**config.mk**
```make
export PLATFORM = sky130hd
export DESIGN_NAME = pattern_detect_inband_loopback
export DESIGN_NICKNAME = d
export VERILOG_FILES = /design/src/hw/unused_marker_removed.sv /design/src/hw/pattern_loop_pkg.sv /design/src/hw/pattern_detect_inband_loopback.sv
export SDC_FILE = /design/constraint.sdc
export NUM_CORES = 1
export LEC_CHECK = 0
export ABC_AREA = 1
export BUFFER_PORTS_ARGS = -buffer_cell sky130_fd_sc_hd__buf_2
export CAP_MARGIN = 10
export CELL_PAD_IN_SITES_DETAIL_PLACEMENT = 1
export CELL_PAD_IN_SITES_GLOBAL_PLACEMENT = 2
export CORE_UTILIZATION = 41
export CTS_CLUSTER_DIAMETER = 40
export DETAILED_ROUTE_END_ITERATION = 6
export HOLD_SLACK_MARGIN = 0.03
export PLACE_DENSITY = 0.93
export SLEW_MARGIN = 40
export SYNTH_ARGS = -nofsm -noshare
export SYNTH_HDL_FRONTEND = slang
export SYNTH_SLANG_ARGS = --single-unit
```
**constraint.sdc**
```tcl
create_clock -name core_clk -period 21.7 [get_ports core_clk]
set_clock_uncertainty 0.2 [all_clocks]
set_input_delay 1.085 -clock core_clk [delete_from_list [all_inputs] [get_ports core_clk]]
set_output_delay 1.085 -clock core_clk [all_outputs]
set_load 0.03 [all_outputs]
```
**src/hw/unused_marker_removed.sv**
```systemverilog
`timescale 1ns/1ps

```
**src/hw/pattern_loop_pkg.sv**
```systemverilog
package pattern_loop_pkg;

    // register addresses
    localparam logic [7:0] pattern_detect_control_addr = 8'h11;
    localparam logic [7:0] custom_pattern_low_addr     = 8'h12;
    localparam logic [7:0] custom_pattern_mid_addr     = 8'h13;
    localparam logic [7:0] custom_pattern_high_addr    = 8'h14;
    localparam logic [7:0] inband_code_lengths_addr    = 8'h15;
    localparam logic [7:0] inband_gen_code_addr        = 8'h16;
    localparam logic [7:0] inband_activate_code_addr   = 8'h17;
    localparam logic [7:0] inband_deactivate_code_addr = 8'h18;
    localparam logic [7:0] loopback_control_addr       = 8'h19;
    localparam logic [7:0] loopback_status_addr        = 8'h1c;

    // values after reset
    localparam logic [7:0] pattern_detect_control_rst = 8'h03;
    localparam logic [7:0] custom_pattern_byte_rst    = 8'h55;
    localparam logic [7:0] inband_code_lengths_rst    = 8'h01;
    localparam logic [7:0] inband_gen_code_rst        = 8'h01;
    localparam logic [7:0] inband_activate_code_rst   = 8'h01;
    localparam logic [7:0] inband_deactivate_code_rst = 8'h09;
    localparam logic [7:0] loopback_control_rst       = 8'h00;

    // pattern_detect_control fields
    localparam int detect_direction_sel_bit = 3;
    localparam int detect_data_invert_bit   = 2;
    localparam int detect_pattern_lsb       = 0;

    // inband_code_lengths fields
    localparam int gen_code_length_lsb        = 4;
    localparam int activate_code_length_lsb   = 2;
    localparam int deactivate_code_length_lsb = 0;
    localparam logic [3:0] code_length_base   = 4'd5;

    // loopback_control fields
    localparam int automatic_loopback_en_bit = 3;
    localparam int digital_loopback_en_bit   = 2;
    localparam int remote_loopback_en_bit    = 1;
    localparam int analog_loopback_en_bit    = 0;

    // detect pattern selection codes
    localparam logic [1:0] sel_qrss20 = 2'b00;
    localparam logic [1:0] sel_prbs15 = 2'b01;
    localparam logic [1:0] sel_prbs11 = 2'b10;
    localparam logic [1:0] sel_custom = 2'b11;

    // pattern lock thresholds, in bits
    localparam logic [5:0] lock_good_bits = 6'd32;
    localparam logic [3:0] loss_bad_bits  = 4'd8;

    // inband code hold time before automatic loopback changes
    localparam longint loop_hold_ms      = 5100;
    localparam longint core_clk_khz      = 125000;
    localparam longint loop_hold_cycles  = loop_hold_ms * core_clk_khz;

    typedef enum logic {hunt, locked} sync_state_t;

endpackage : pattern_loop_pkg

```
**src/hw/pattern_detect_inband_loopback.sv**
```systemverilog
`timescale 1ns/1ps
// Behaviour
// - Direction bit 0 (reset) watches receive, 1 watches transmit.
// - Inversion bit 1 inverts monitored data before comparison.
// - Pattern field: 00 QRSS20, 01 PRBS15, 10 PRBS11, 11 custom.
// - Three bytes form the 24-bit custom pattern, bit 23 first.
// - Generation length field gives 5 to 8 low code bits.
// - Activate length field gives 5 to 8 low code bits, default 5.
// - Deactivate length field gives 5 to 8 bits, reset selects 6.
// - Active generation repeats the code, bit 0 last each time.
// - Activate code is detected with bit 0 as the last stream bit.
// - Deactivate code is detected with bit 0 as the last stream bit.
// - Auto mode enters loopback after activate held over 5.1 s.
// - Auto mode leaves loopback after deactivate held over 5.1 s.
// - Digital loopback bit 1 enables it, 0 (reset) leaves it to auto mode.
// - Remote loopback bit 1 enables it, 0 (reset) leaves it to auto mode.
// - Analog loopback bit 1 enables it, 0 (reset) disables it.
module pattern_detect_inband_loopback
#(
    parameter longint hold_cycles = pattern_loop_pkg::loop_hold_cycles
)
(
    input  wire logic        core_clk,
    input  wire logic        reset_n,
    input  wire logic [7:0]  reg_addr,
    input  wire logic [7:0]  reg_wdata,
    input  wire logic        reg_write,
    input  wire logic        reg_read,
    output logic      [7:0]  reg_rdata,
    input  wire logic        rx_bit,
    input  wire logic        rx_bit_valid,
    input  wire logic        tx_bit,
    input  wire logic        tx_bit_valid,
    input  wire logic        inband_gen_en,
    input  wire logic        gen_bit_req,
    output logic             gen_bit,
    output logic      [23:0] custom_pattern,
    output logic             pattern_sync,
    output logic             pattern_error,
    output logic             digital_loopback,
    output logic             remote_loopback,
    output logic             analog_loopback
);

    localparam logic [29:0] hold_limit = 30'(hold_cycles);

    function automatic logic [3:0] code_len(input logic [1:0] sel);
        code_len = pattern_loop_pkg::code_length_base + {2'b00, sel};
    endfunction : code_len

    function automatic logic code_match(input logic [1:0] sel,
                                        input logic [7:0] code,
                                        input logic [7:0] window);
        logic [7:0] mask;
        mask = 8'hff >> (4'd8 - code_len(sel));
        code_match = ((code ^ window) & mask) == 8'h00;
    endfunction : code_match

    // reset release through two flops
    logic rst_meta;
    logic rst_n;

    always_ff @(posedge core_clk or negedge reset_n)
    begin
        if (!reset_n)
        begin
            rst_meta <= 1'b0;
            rst_n    <= 1'b0;
        end
        else
        begin
            rst_meta <= 1'b1;
            rst_n    <= rst_meta;
        end
    end

    // registers
    logic [7:0] detect_ctrl;
    logic [7:0] pat_low;
    logic [7:0] pat_mid;
    logic [7:0] pat_high;
    logic [7:0] code_lengths;
    logic [7:0] gen_code_bits;
    logic [7:0] activate_code_bits;
    logic [7:0] deactivate_code_bits;
    logic [7:0] loop_ctrl;

    wire wr_detect = reg_write &&
        reg_addr == pattern_loop_pkg::pattern_detect_control_addr;
    wire wr_low    = reg_write &&
        reg_addr == pattern_loop_pkg::custom_pattern_low_addr;
    wire wr_mid    = reg_write &&
        reg_addr == pattern_loop_pkg::custom_pattern_mid_addr;
    wire wr_high   = reg_write &&
        reg_addr == pattern_loop_pkg::custom_pattern_high_addr;
    wire wr_len    = reg_write &&
        reg_addr == pattern_loop_pkg::inband_code_lengths_addr;
    wire wr_gen    = reg_write &&
        reg_addr == pattern_loop_pkg::inband_gen_code_addr;
    wire wr_act    = reg_write &&
        reg_addr == pattern_loop_pkg::inband_activate_code_addr;
    wire wr_deact  = reg_write &&
        reg_addr == pattern_loop_pkg::inband_deactivate_code_addr;
    wire wr_loop   = reg_write &&
        reg_addr == pattern_loop_pkg::loopback_control_addr;

    always_ff @(posedge core_clk or negedge rst_n)
    begin
        if (!rst_n)
        begin
            detect_ctrl <= pattern_loop_pkg::pattern_detect_control_rst;
            pat_low     <= pattern_loop_pkg::custom_pattern_byte_rst;
            pat_mid     <= pattern_loop_pkg::custom_pattern_byte_rst;
            pat_high    <= pattern_loop_pkg::custom_pattern_byte_rst;
            code_lengths <= pattern_loop_pkg::inband_code_lengths_rst;
            gen_code_bits <= pattern_loop_pkg::inband_gen_code_rst;
            activate_code_bits <=
                pattern_loop_pkg::inband_activate_code_rst;
            deactivate_code_bits <=
                pattern_loop_pkg::inband_deactivate_code_rst;
            loop_ctrl <= pattern_loop_pkg::loopback_control_rst;
        end
        else
        begin
            if (wr_detect)
                detect_ctrl <= {4'h0, reg_wdata[3:0]};
            if (wr_low)
                pat_low <= reg_wdata;
            if (wr_mid)
                pat_mid <= reg_wdata;
            if (wr_high)
                pat_high <= reg_wdata;
            if (wr_len)
                code_lengths <= {2'b00, reg_wdata[5:0]};
            if (wr_gen)
                gen_code_bits <= reg_wdata;
            if (wr_act)
                activate_code_bits <= reg_wdata;
            if (wr_deact)
                deactivate_code_bits <= reg_wdata;
            if (wr_loop)
                loop_ctrl <= {4'h0, reg_wdata[3:0]};
        end
    end

    // control fields
    wire       dir_tx    =
        detect_ctrl[pattern_loop_pkg::detect_direction_sel_bit];
    wire       invert    =
        detect_ctrl[pattern_loop_pkg::detect_data_invert_bit];
    wire [1:0] pat_sel   =
        detect_ctrl[pattern_loop_pkg::detect_pattern_lsb +: 2];
    wire [1:0] gen_len   =
        code_lengths[pattern_loop_pkg::gen_code_length_lsb +: 2];
    wire [1:0] act_len   =
        code_lengths[pattern_loop_pkg::activate_code_length_lsb +: 2];
    wire [1:0] deact_len =
        code_lengths[pattern_loop_pkg::deactivate_code_length_lsb +: 2];
    wire       auto_en   =
        loop_ctrl[pattern_loop_pkg::automatic_loopback_en_bit];

    // custom pattern, bit 23 leads
    wire [23:0] pattern_word = {pat_high, pat_mid, pat_low};

    // monitored stream
    wire mon_valid = dir_tx ? tx_bit_valid : rx_bit_valid;
    wire mon_raw   = dir_tx ? tx_bit : rx_bit;
    wire mon_bit   = mon_raw ^ invert;

    // pattern checker
    logic [23:0]  history;
    logic [4:0]   pat_ptr;
    logic [5:0]   good_cnt;
    logic [3:0]   bad_cnt;
    pattern_loop_pkg::sync_state_t sync_state;
    pattern_loop_pkg::sync_state_t next_sync_state;

    wire is_custom  = pat_sel == pattern_loop_pkg::sel_custom;
    wire prbs_guess =
        (pat_sel == pattern_loop_pkg::sel_qrss20) ?
            history[19] ^ history[16] :
        (pat_sel == pattern_loop_pkg::sel_prbs15) ?
            history[14] ^ history[13] :
            history[10] ^ history[8];
    wire expect_bit = is_custom ? pattern_word[pat_ptr] : prbs_guess;
    wire bit_ok     = mon_bit == expect_bit;
    wire [23:0] next_history = {history[22:0], mon_bit};
    wire custom_hit = next_history == pattern_word;
    wire is_locked  = sync_state == pattern_loop_pkg::locked;
    wire [4:0] next_ptr = (is_custom && !is_locked) ? 5'd23 :
        (pat_ptr == 5'd0) ? 5'd23 : pat_ptr - 5'd1;

    always_comb
    begin
        next_sync_state = sync_state;
        unique case (sync_state)
            pattern_loop_pkg::hunt:
                if (is_custom ? custom_hit :
                    (bit_ok && good_cnt ==
                     pattern_loop_pkg::lock_good_bits - 6'd1))
                    next_sync_state = pattern_loop_pkg::locked;
            pattern_loop_pkg::locked:
                if (!bit_ok && bad_cnt ==
                    pattern_loop_pkg::loss_bad_bits - 4'd1)
                    next_sync_state = pattern_loop_pkg::hunt;
        endcase
    end

    always_ff @(posedge core_clk or negedge rst_n)
    begin
        if (!rst_n)
        begin
            history       <= 24'h000000;
            pat_ptr       <= 5'd23;
            good_cnt      <= 6'd0;
            bad_cnt       <= 4'd0;
            sync_state    <= pattern_loop_pkg::hunt;
            pattern_error <= 1'b0;
        end
        else if (wr_detect)
        begin
            // new selection restarts the hunt
            sync_state    <= pattern_loop_pkg::hunt;
            good_cnt      <= 6'd0;
            bad_cnt       <= 4'd0;
            pat_ptr       <= 5'd23;
            pattern_error <= 1'b0;
        end
        else if (mon_valid)
        begin
            history       <= next_history;
            pat_ptr       <= next_ptr;
            sync_state    <= next_sync_state;
            good_cnt      <= bit_ok ? good_cnt + 6'd1 : 6'd0;
            bad_cnt       <= bit_ok ? 4'd0 : bad_cnt + 4'd1;
            pattern_error <= is_locked && !bit_ok;
        end
        else
            pattern_error <= 1'b0;
    end

    assign pattern_sync = is_locked;

    // inband code detectors: 0 rx act, 1 tx act, 2 rx deact, 3 tx deact
    logic [7:0] rx_window;
    logic [7:0] tx_window;

    always_ff @(posedge core_clk or negedge rst_n)
    begin
        if (!rst_n)
        begin
            rx_window <= 8'h00;
            tx_window <= 8'h00;
        end
        else
        begin
            if (rx_bit_valid)
                rx_window <= {rx_window[6:0], rx_bit};
            if (tx_bit_valid)
                tx_window <= {tx_window[6:0], tx_bit};
        end
    end

    logic [3:0] code_held;
    logic [3:0] code_seen;

    genvar d;
    generate
        for (d = 0; d < 4; d++)
        begin : g_code
            logic [3:0]  since;
            logic [29:0] timer;
            wire         path_tx = d[0];
            wire         stb     = path_tx ? tx_bit_valid : rx_bit_valid;
            wire [7:0]   win_now = path_tx ?
                {tx_window[6:0], tx_bit} : {rx_window[6:0], rx_bit};
            wire [1:0]   len     = (d < 2) ? act_len : deact_len;
            wire [7:0]   code    = (d < 2) ?
                activate_code_bits : deactivate_code_bits;
            // newest bit compared against code bit 0
            wire         hit     =
                code_match(len, code, win_now);
            wire         seen    = since < code_len(len);

            always_ff @(posedge core_clk or negedge rst_n)
            begin
                if (!rst_n)
                    since <= 4'hf;
                else if (stb)
                    since <= hit ? 4'h0 :
                        (since == 4'hf) ? since : since + 4'h1;
            end

            always_ff @(posedge core_clk or negedge rst_n)
            begin
                if (!rst_n)
                    timer <= 30'd0;
                else if (!seen)
                    timer <= 30'd0;
                else if (timer != hold_limit)
                    timer <= timer + 30'd1;
            end

            assign code_seen[d] = seen;
            assign code_held[d] = seen && timer == hold_limit;
        end
    endgenerate

    // automatic loopback state
    logic auto_digital;
    logic auto_remote;

    always_ff @(posedge core_clk or negedge rst_n)
    begin
        if (!rst_n)
        begin
            auto_digital <= 1'b0;
            auto_remote  <= 1'b0;
        end
        else if (!auto_en)
        begin
            auto_digital <= 1'b0;
            auto_remote  <= 1'b0;
        end
        else
        begin
            // entry wins over leaving when both hold
            if (code_held[1])
                auto_digital <= 1'b1;
            else if (code_held[3])
                auto_digital <= 1'b0;
            if (code_held[0])
                auto_remote <= 1'b1;
            else if (code_held[2])
                auto_remote <= 1'b0;
        end
    end

    always_ff @(posedge core_clk or negedge rst_n)
    begin
        if (!rst_n)
        begin
            digital_loopback <= 1'b0;
            remote_loopback  <= 1'b0;
            analog_loopback  <= 1'b0;
        end
        else
        begin
            digital_loopback <= auto_digital ||
                loop_ctrl[pattern_loop_pkg::digital_loopback_en_bit];
            remote_loopback  <= auto_remote ||
                loop_ctrl[pattern_loop_pkg::remote_loopback_en_bit];
            analog_loopback  <=
                loop_ctrl[pattern_loop_pkg::analog_loopback_en_bit];
        end
    end

    // inband code generator
    logic [2:0] gen_idx;
    wire  [2:0] gen_top = 3'(code_len(gen_len) - 4'd1);

    always_ff @(posedge core_clk or negedge rst_n)
    begin
        if (!rst_n)
        begin
            gen_idx <= 3'd4;
            gen_bit <= 1'b0;
        end
        else if (!inband_gen_en)
        begin
            gen_idx <= gen_top;
            gen_bit <= 1'b0;
        end
        else if (gen_bit_req)
        begin
            gen_bit <= gen_code_bits[gen_idx];
            gen_idx <= (gen_idx == 3'd0) ? gen_top : gen_idx - 3'd1;
        end
    end

    always_ff @(posedge core_clk or negedge rst_n)
    begin
        if (!rst_n)
            custom_pattern <= 24'h000000;
        else
            custom_pattern <= pattern_word;
    end

    // read path
    wire       dir_act   = dir_tx ? code_seen[1] : code_seen[0];
    wire       dir_deact = dir_tx ? code_seen[3] : code_seen[2];
    wire [7:0] status    = {3'b000, auto_remote, auto_digital,
                            dir_deact, dir_act, is_locked};
    wire [7:0] read_mux  =
        (reg_addr == pattern_loop_pkg::pattern_detect_control_addr) ?
            detect_ctrl :
        (reg_addr == pattern_loop_pkg::custom_pattern_low_addr) ?
            pat_low :
        (reg_addr == pattern_loop_pkg::custom_pattern_mid_addr) ?
            pat_mid :
        (reg_addr == pattern_loop_pkg::custom_pattern_high_addr) ?
            pat_high :
        (reg_addr == pattern_loop_pkg::inband_code_lengths_addr) ?
            code_lengths :
        (reg_addr == pattern_loop_pkg::inband_gen_code_addr) ?
            gen_code_bits :
        (reg_addr == pattern_loop_pkg::inband_activate_code_addr) ?
            activate_code_bits :
        (reg_addr == pattern_loop_pkg::inband_deactivate_code_addr) ?
            deactivate_code_bits :
        (reg_addr == pattern_loop_pkg::loopback_control_addr) ?
            loop_ctrl :
        (reg_addr == pattern_loop_pkg::loopback_status_addr) ?
            status : 8'h00;

    always_ff @(posedge core_clk or negedge rst_n)
    begin
        if (!rst_n)
            reg_rdata <= 8'h00;
        else
            reg_rdata <= reg_read ? read_mux : 8'h00;
    end

endmodule : pattern_detect_inband_loopback

```
==> key figures <==
Critical path
  – Critical Path Source Type: flip-flop
  – Family with the most delay on the worst path: simple AND/OR/NAND/NOR gates
  – WP buf/inv: 3
  – WS Path Type: reg -> reg
  – CP cell instances: ha_1 > inv_1 > ha_1 > nand3_1 > nand2_1 > inv_1 > nand2_1 > inv_1 > nand4_1 > nand3_1 > o21ai_0
  – Crit path DAT: 3.82 ns
  – R2r startpoint: code_lengths[0]
  – Cell mode on critical path: inv_1
  – Largest fanout on the critical path: 25
  – Critical Path RT: 21.94 ns
  – Slowest-stage cell, CP: inv_1
  – CP Launch Point: code_lengths[0]
  – CP peak stage delay: 0.65 ns
  – Crit. End Element: flip-flop

Clocking
  – Worst-Skew Late Latency: 0.58 ns
  – CTS resizes: 0
  – CTS root buf: clkbuf_16
  – Post-CTS Setup Bufs: 0
  – Deepest clock path buffer count: 3
  – CTS H-tree lvls: 2
  – CTS tree: built
  – Clk pin slew, worst setup/hold paths: 0.05 ns
  – CTS Sinks: 295
  – CTS hold repair buffers: 0
  – CTS Buf Count: 51

Layout
  – Area Overhead vs Synth: 16.6%
  – FF/Latch Area: 7440 µm²
  – Multi-input gate area: 6850 µm²
  – Layout cells sized above 1: 12.3%
  – Nets: 2072
  – Fill count: 4489

Synth
  – Synth area leader: dfrtp_1
  – Largest cells by area after synthesis: dfrtp_1, nand2_1, dfstp_2, inv_1, o21ai_0
  – Synthesized Nets: 1988
  – Synthesized area: 15500 µm²
  – Yosys cell types: 52
  – Yosys warns: 0
  – #FFs+latches synth: 295
  – Area share of the largest cell type after synthesis: 41.2%
  – Synthesized area per cell: 8.02 µm²
  – Synthesized instance count: 1931
  – Sequential area share after synthesis: 48.0%

STA
  – RSZ-0062 raised after global routing: no
  – Setup violations, final: 0
  – Fmax: 0.279 GHz
  – Pin slew with the least headroom to its limit: 0.751 ns
  – Final Hold Fails: 0
  – Period utilization: 16.5%
  – Relative slew margins: 49.9%
  – Hold slack: 0.0840 ns
  – Setup TNS: 0 ns
  – Fin. max-slew vios: 0
  – Tmin final: 3.58 ns

Power
  – Power Density: 103 nW/µm²
  – Final Power: 1860 µW
  – Combinational share of power: 19.3%
  – Sw Share: 33.4%
  – Clock share of power: 43.3%
  – Sequential Power Share: 37.4%
  – Switching power: 622 µW
  – Cell Int Power: 1240 µW
  – VDD IR max: 0.0715 mV
  – Lkg Pwr: 0.00854 µW

GRT
  – GRT overflow: 0
  – First-pass GRT wire length: 76.0 mm
  – Vias in the first global route: 14400
  – Initial antenna violation count: 3
  – Global-route usage over all layers: 24.6%
  – Largest net degree at the start of global routing: 75

Placed design
  – GPL Wtd Cong: 0.859
  – HPWL after DPL: 32.4 mm
  – Port-buffer cells: 63

Floorplanning
  – DIE WIDTH: 196 µm
  – Die ar.: 38600 µm²
  – CORE AREA: 36900 µm²
  – Die Span Y: 196 µm
  – Initial core utilization: 42.0%
  – Num ports: 64
  – Rows: 70

Outcome
  – Run status: completed

Route
  – DRT Wirelength: 45.5 mm
  – Vias per cell: 5.30
  – WL/cell: 17.8 µm
  – Residual DRC count: 0
  – Via Count: 13600
  – DRT Pass-1 Iters: 5
  – Antenna Nets Post-Route: 0
  – Initial DRC count: 679

Flow run
  – Max-capacitance violation count: 0

Worst hold path
  – Worst min-delay path class: in -> async
-- power by group through the flow --
stage | Sequential [µW] | Combinational [µW] | Clock (µW)
CTS | 696 | 362 | 824
global placement | 701 | 337 | 0
finish | 697 | 360 | 808
floorplan | 687 | 262 | 0
detailed placement | 704 | 358 | 0
global route | 706 | 413 | 844
-- through the flow --
| step | worst slack (ns) | std cells | utilization [%] | cell area [µm²] |
|---|---|---|---|---|
| 2_1_floorplan | 12.74 | 1931 | - | 15500 |
| 3_3_place_gp | 18.13 | 2466 | 44.3 | 16300 |
| 3_5_place_dp | 17.99 | 2466 | 44.3 | 16300 |
| 4_1_cts | 18.10 | 2560 | 49.0 | 18100 |
| 5_1_grt | 17.80 | 2562 | 49.0 | 18100 |
| 6_report | 18.12 | 2562 | 49.0 | 18100 |
-- metal layers --
layer	GRT usage, %	part of all wire [%]	routed length, µm
met5	0	0.022	10
met4	9.66	2.9	1330
met3	3.59	3.2	1480
met2	39.7	47	21300
met1	33.3	47	21400
-- path summary, 6_finish.rpt --
| path | slack (ns) | endpoint | cells after the start |
|---|---|---|---|
| setup / recovery | 18.12 | g_code[3].timer[1] | 11 |
| hold / removal | 0.08 | rst_meta | 1 |
| setup reg to reg | 18.12 | g_code[3].timer[1] | 11 |
| hold reg to reg | 0.15 | rst_n | 0 |
| max in group asynchronous | 19.40 | digital_loopback | 2 |
| min in group core_clk | 0.15 | rst_n | 0 |
-- layout by cell type, fill, tap and decap left out, drive strengths merged, types with 26 or more instances in the layout --
cell / synthesis / layout
nor2: 144 / 144
xnor2: 46 / 46
ha: 31 / 31
dfstp: 40 / 40
clkbuf: 27 / 56
inv: 283 / 294
nor4: 26 / 26
dfrtp: 255 / 255
nand3: 89 / 89
buf: 9 / 67
nand2: 465 / 465
a21oi: 110 / 110
nand4: 66 / 66
o21ai: 191 / 191
nor3: 41 / 41
-- state kept, by name, indices dropped and copies added (netlist names), 8 cells and up --
register and flops:
pat_high 8, g_code.timer 120, history 23, reg_rdata 8, activate_code_bits 8, g_code.since 16, pat_low 8, pat_mid 8
deactivate_code_bits 8, gen_code_bits 8, custom_pattern 24
-- cells in the mapped netlist (all sizes together) --
master / number
a22oi: 6
o21ai: 191
nand4: 66
o211a: 1
nor4b: 1
xnor2: 46
nand3b: 2
o211ai: 11
a41oi: 2
nor3: 41
conb: 1
a221o: 1
o22ai: 10
a221oi: 5
clkbuf: 27
o31ai: 2
o41ai: 2
o221ai: 1
xor2: 25
nor3b: 3
o21bai: 2
inv: 283
o32ai: 1
nor4: 26
buf: 9
clkinv: 1
o21a: 11
a211oi: 3
a21oi: 110
a21boi: 1
a31oi: 5
a2bb2oi: 1
or2: 10
nor2: 144
nand3: 89
dfrtp: 255
dfstp: 40
nand2: 465
ha: 31
-- area by class of cell --
| cell class | instances | share of cell area (%) |
|---|---|---|
| repair buffers | 67 | 1.97 |
| clock buffers | 56 | 7.17 |
| flip-flops and latches | 295 | 41.2 |
| multi-input cells | 1316 | 37.9 |
| inverters | 284 | 5.90 |
| clock inverters | 38 | 2.36 |
| diodes | 2 | 0.0277 |
| well taps | 504 | 3.49 |
-- kinds of logic after synthesis --
logic type / Yosys count / share of synthesized area (%)
AND/OR/NAND/NOR: 847 / 24.7
AO/OA/AOI/OAI: 366 / 12.9
buffers and inverters: 320 / 7.83
flip-flops: 295 / 48.0
XOR/XNOR: 71 / 4.01
adder cells (fa/ha/maj): 31 / 2.50
other: 1 / 0.0242
Note: power is estimated with default switching activity, not from simulation.
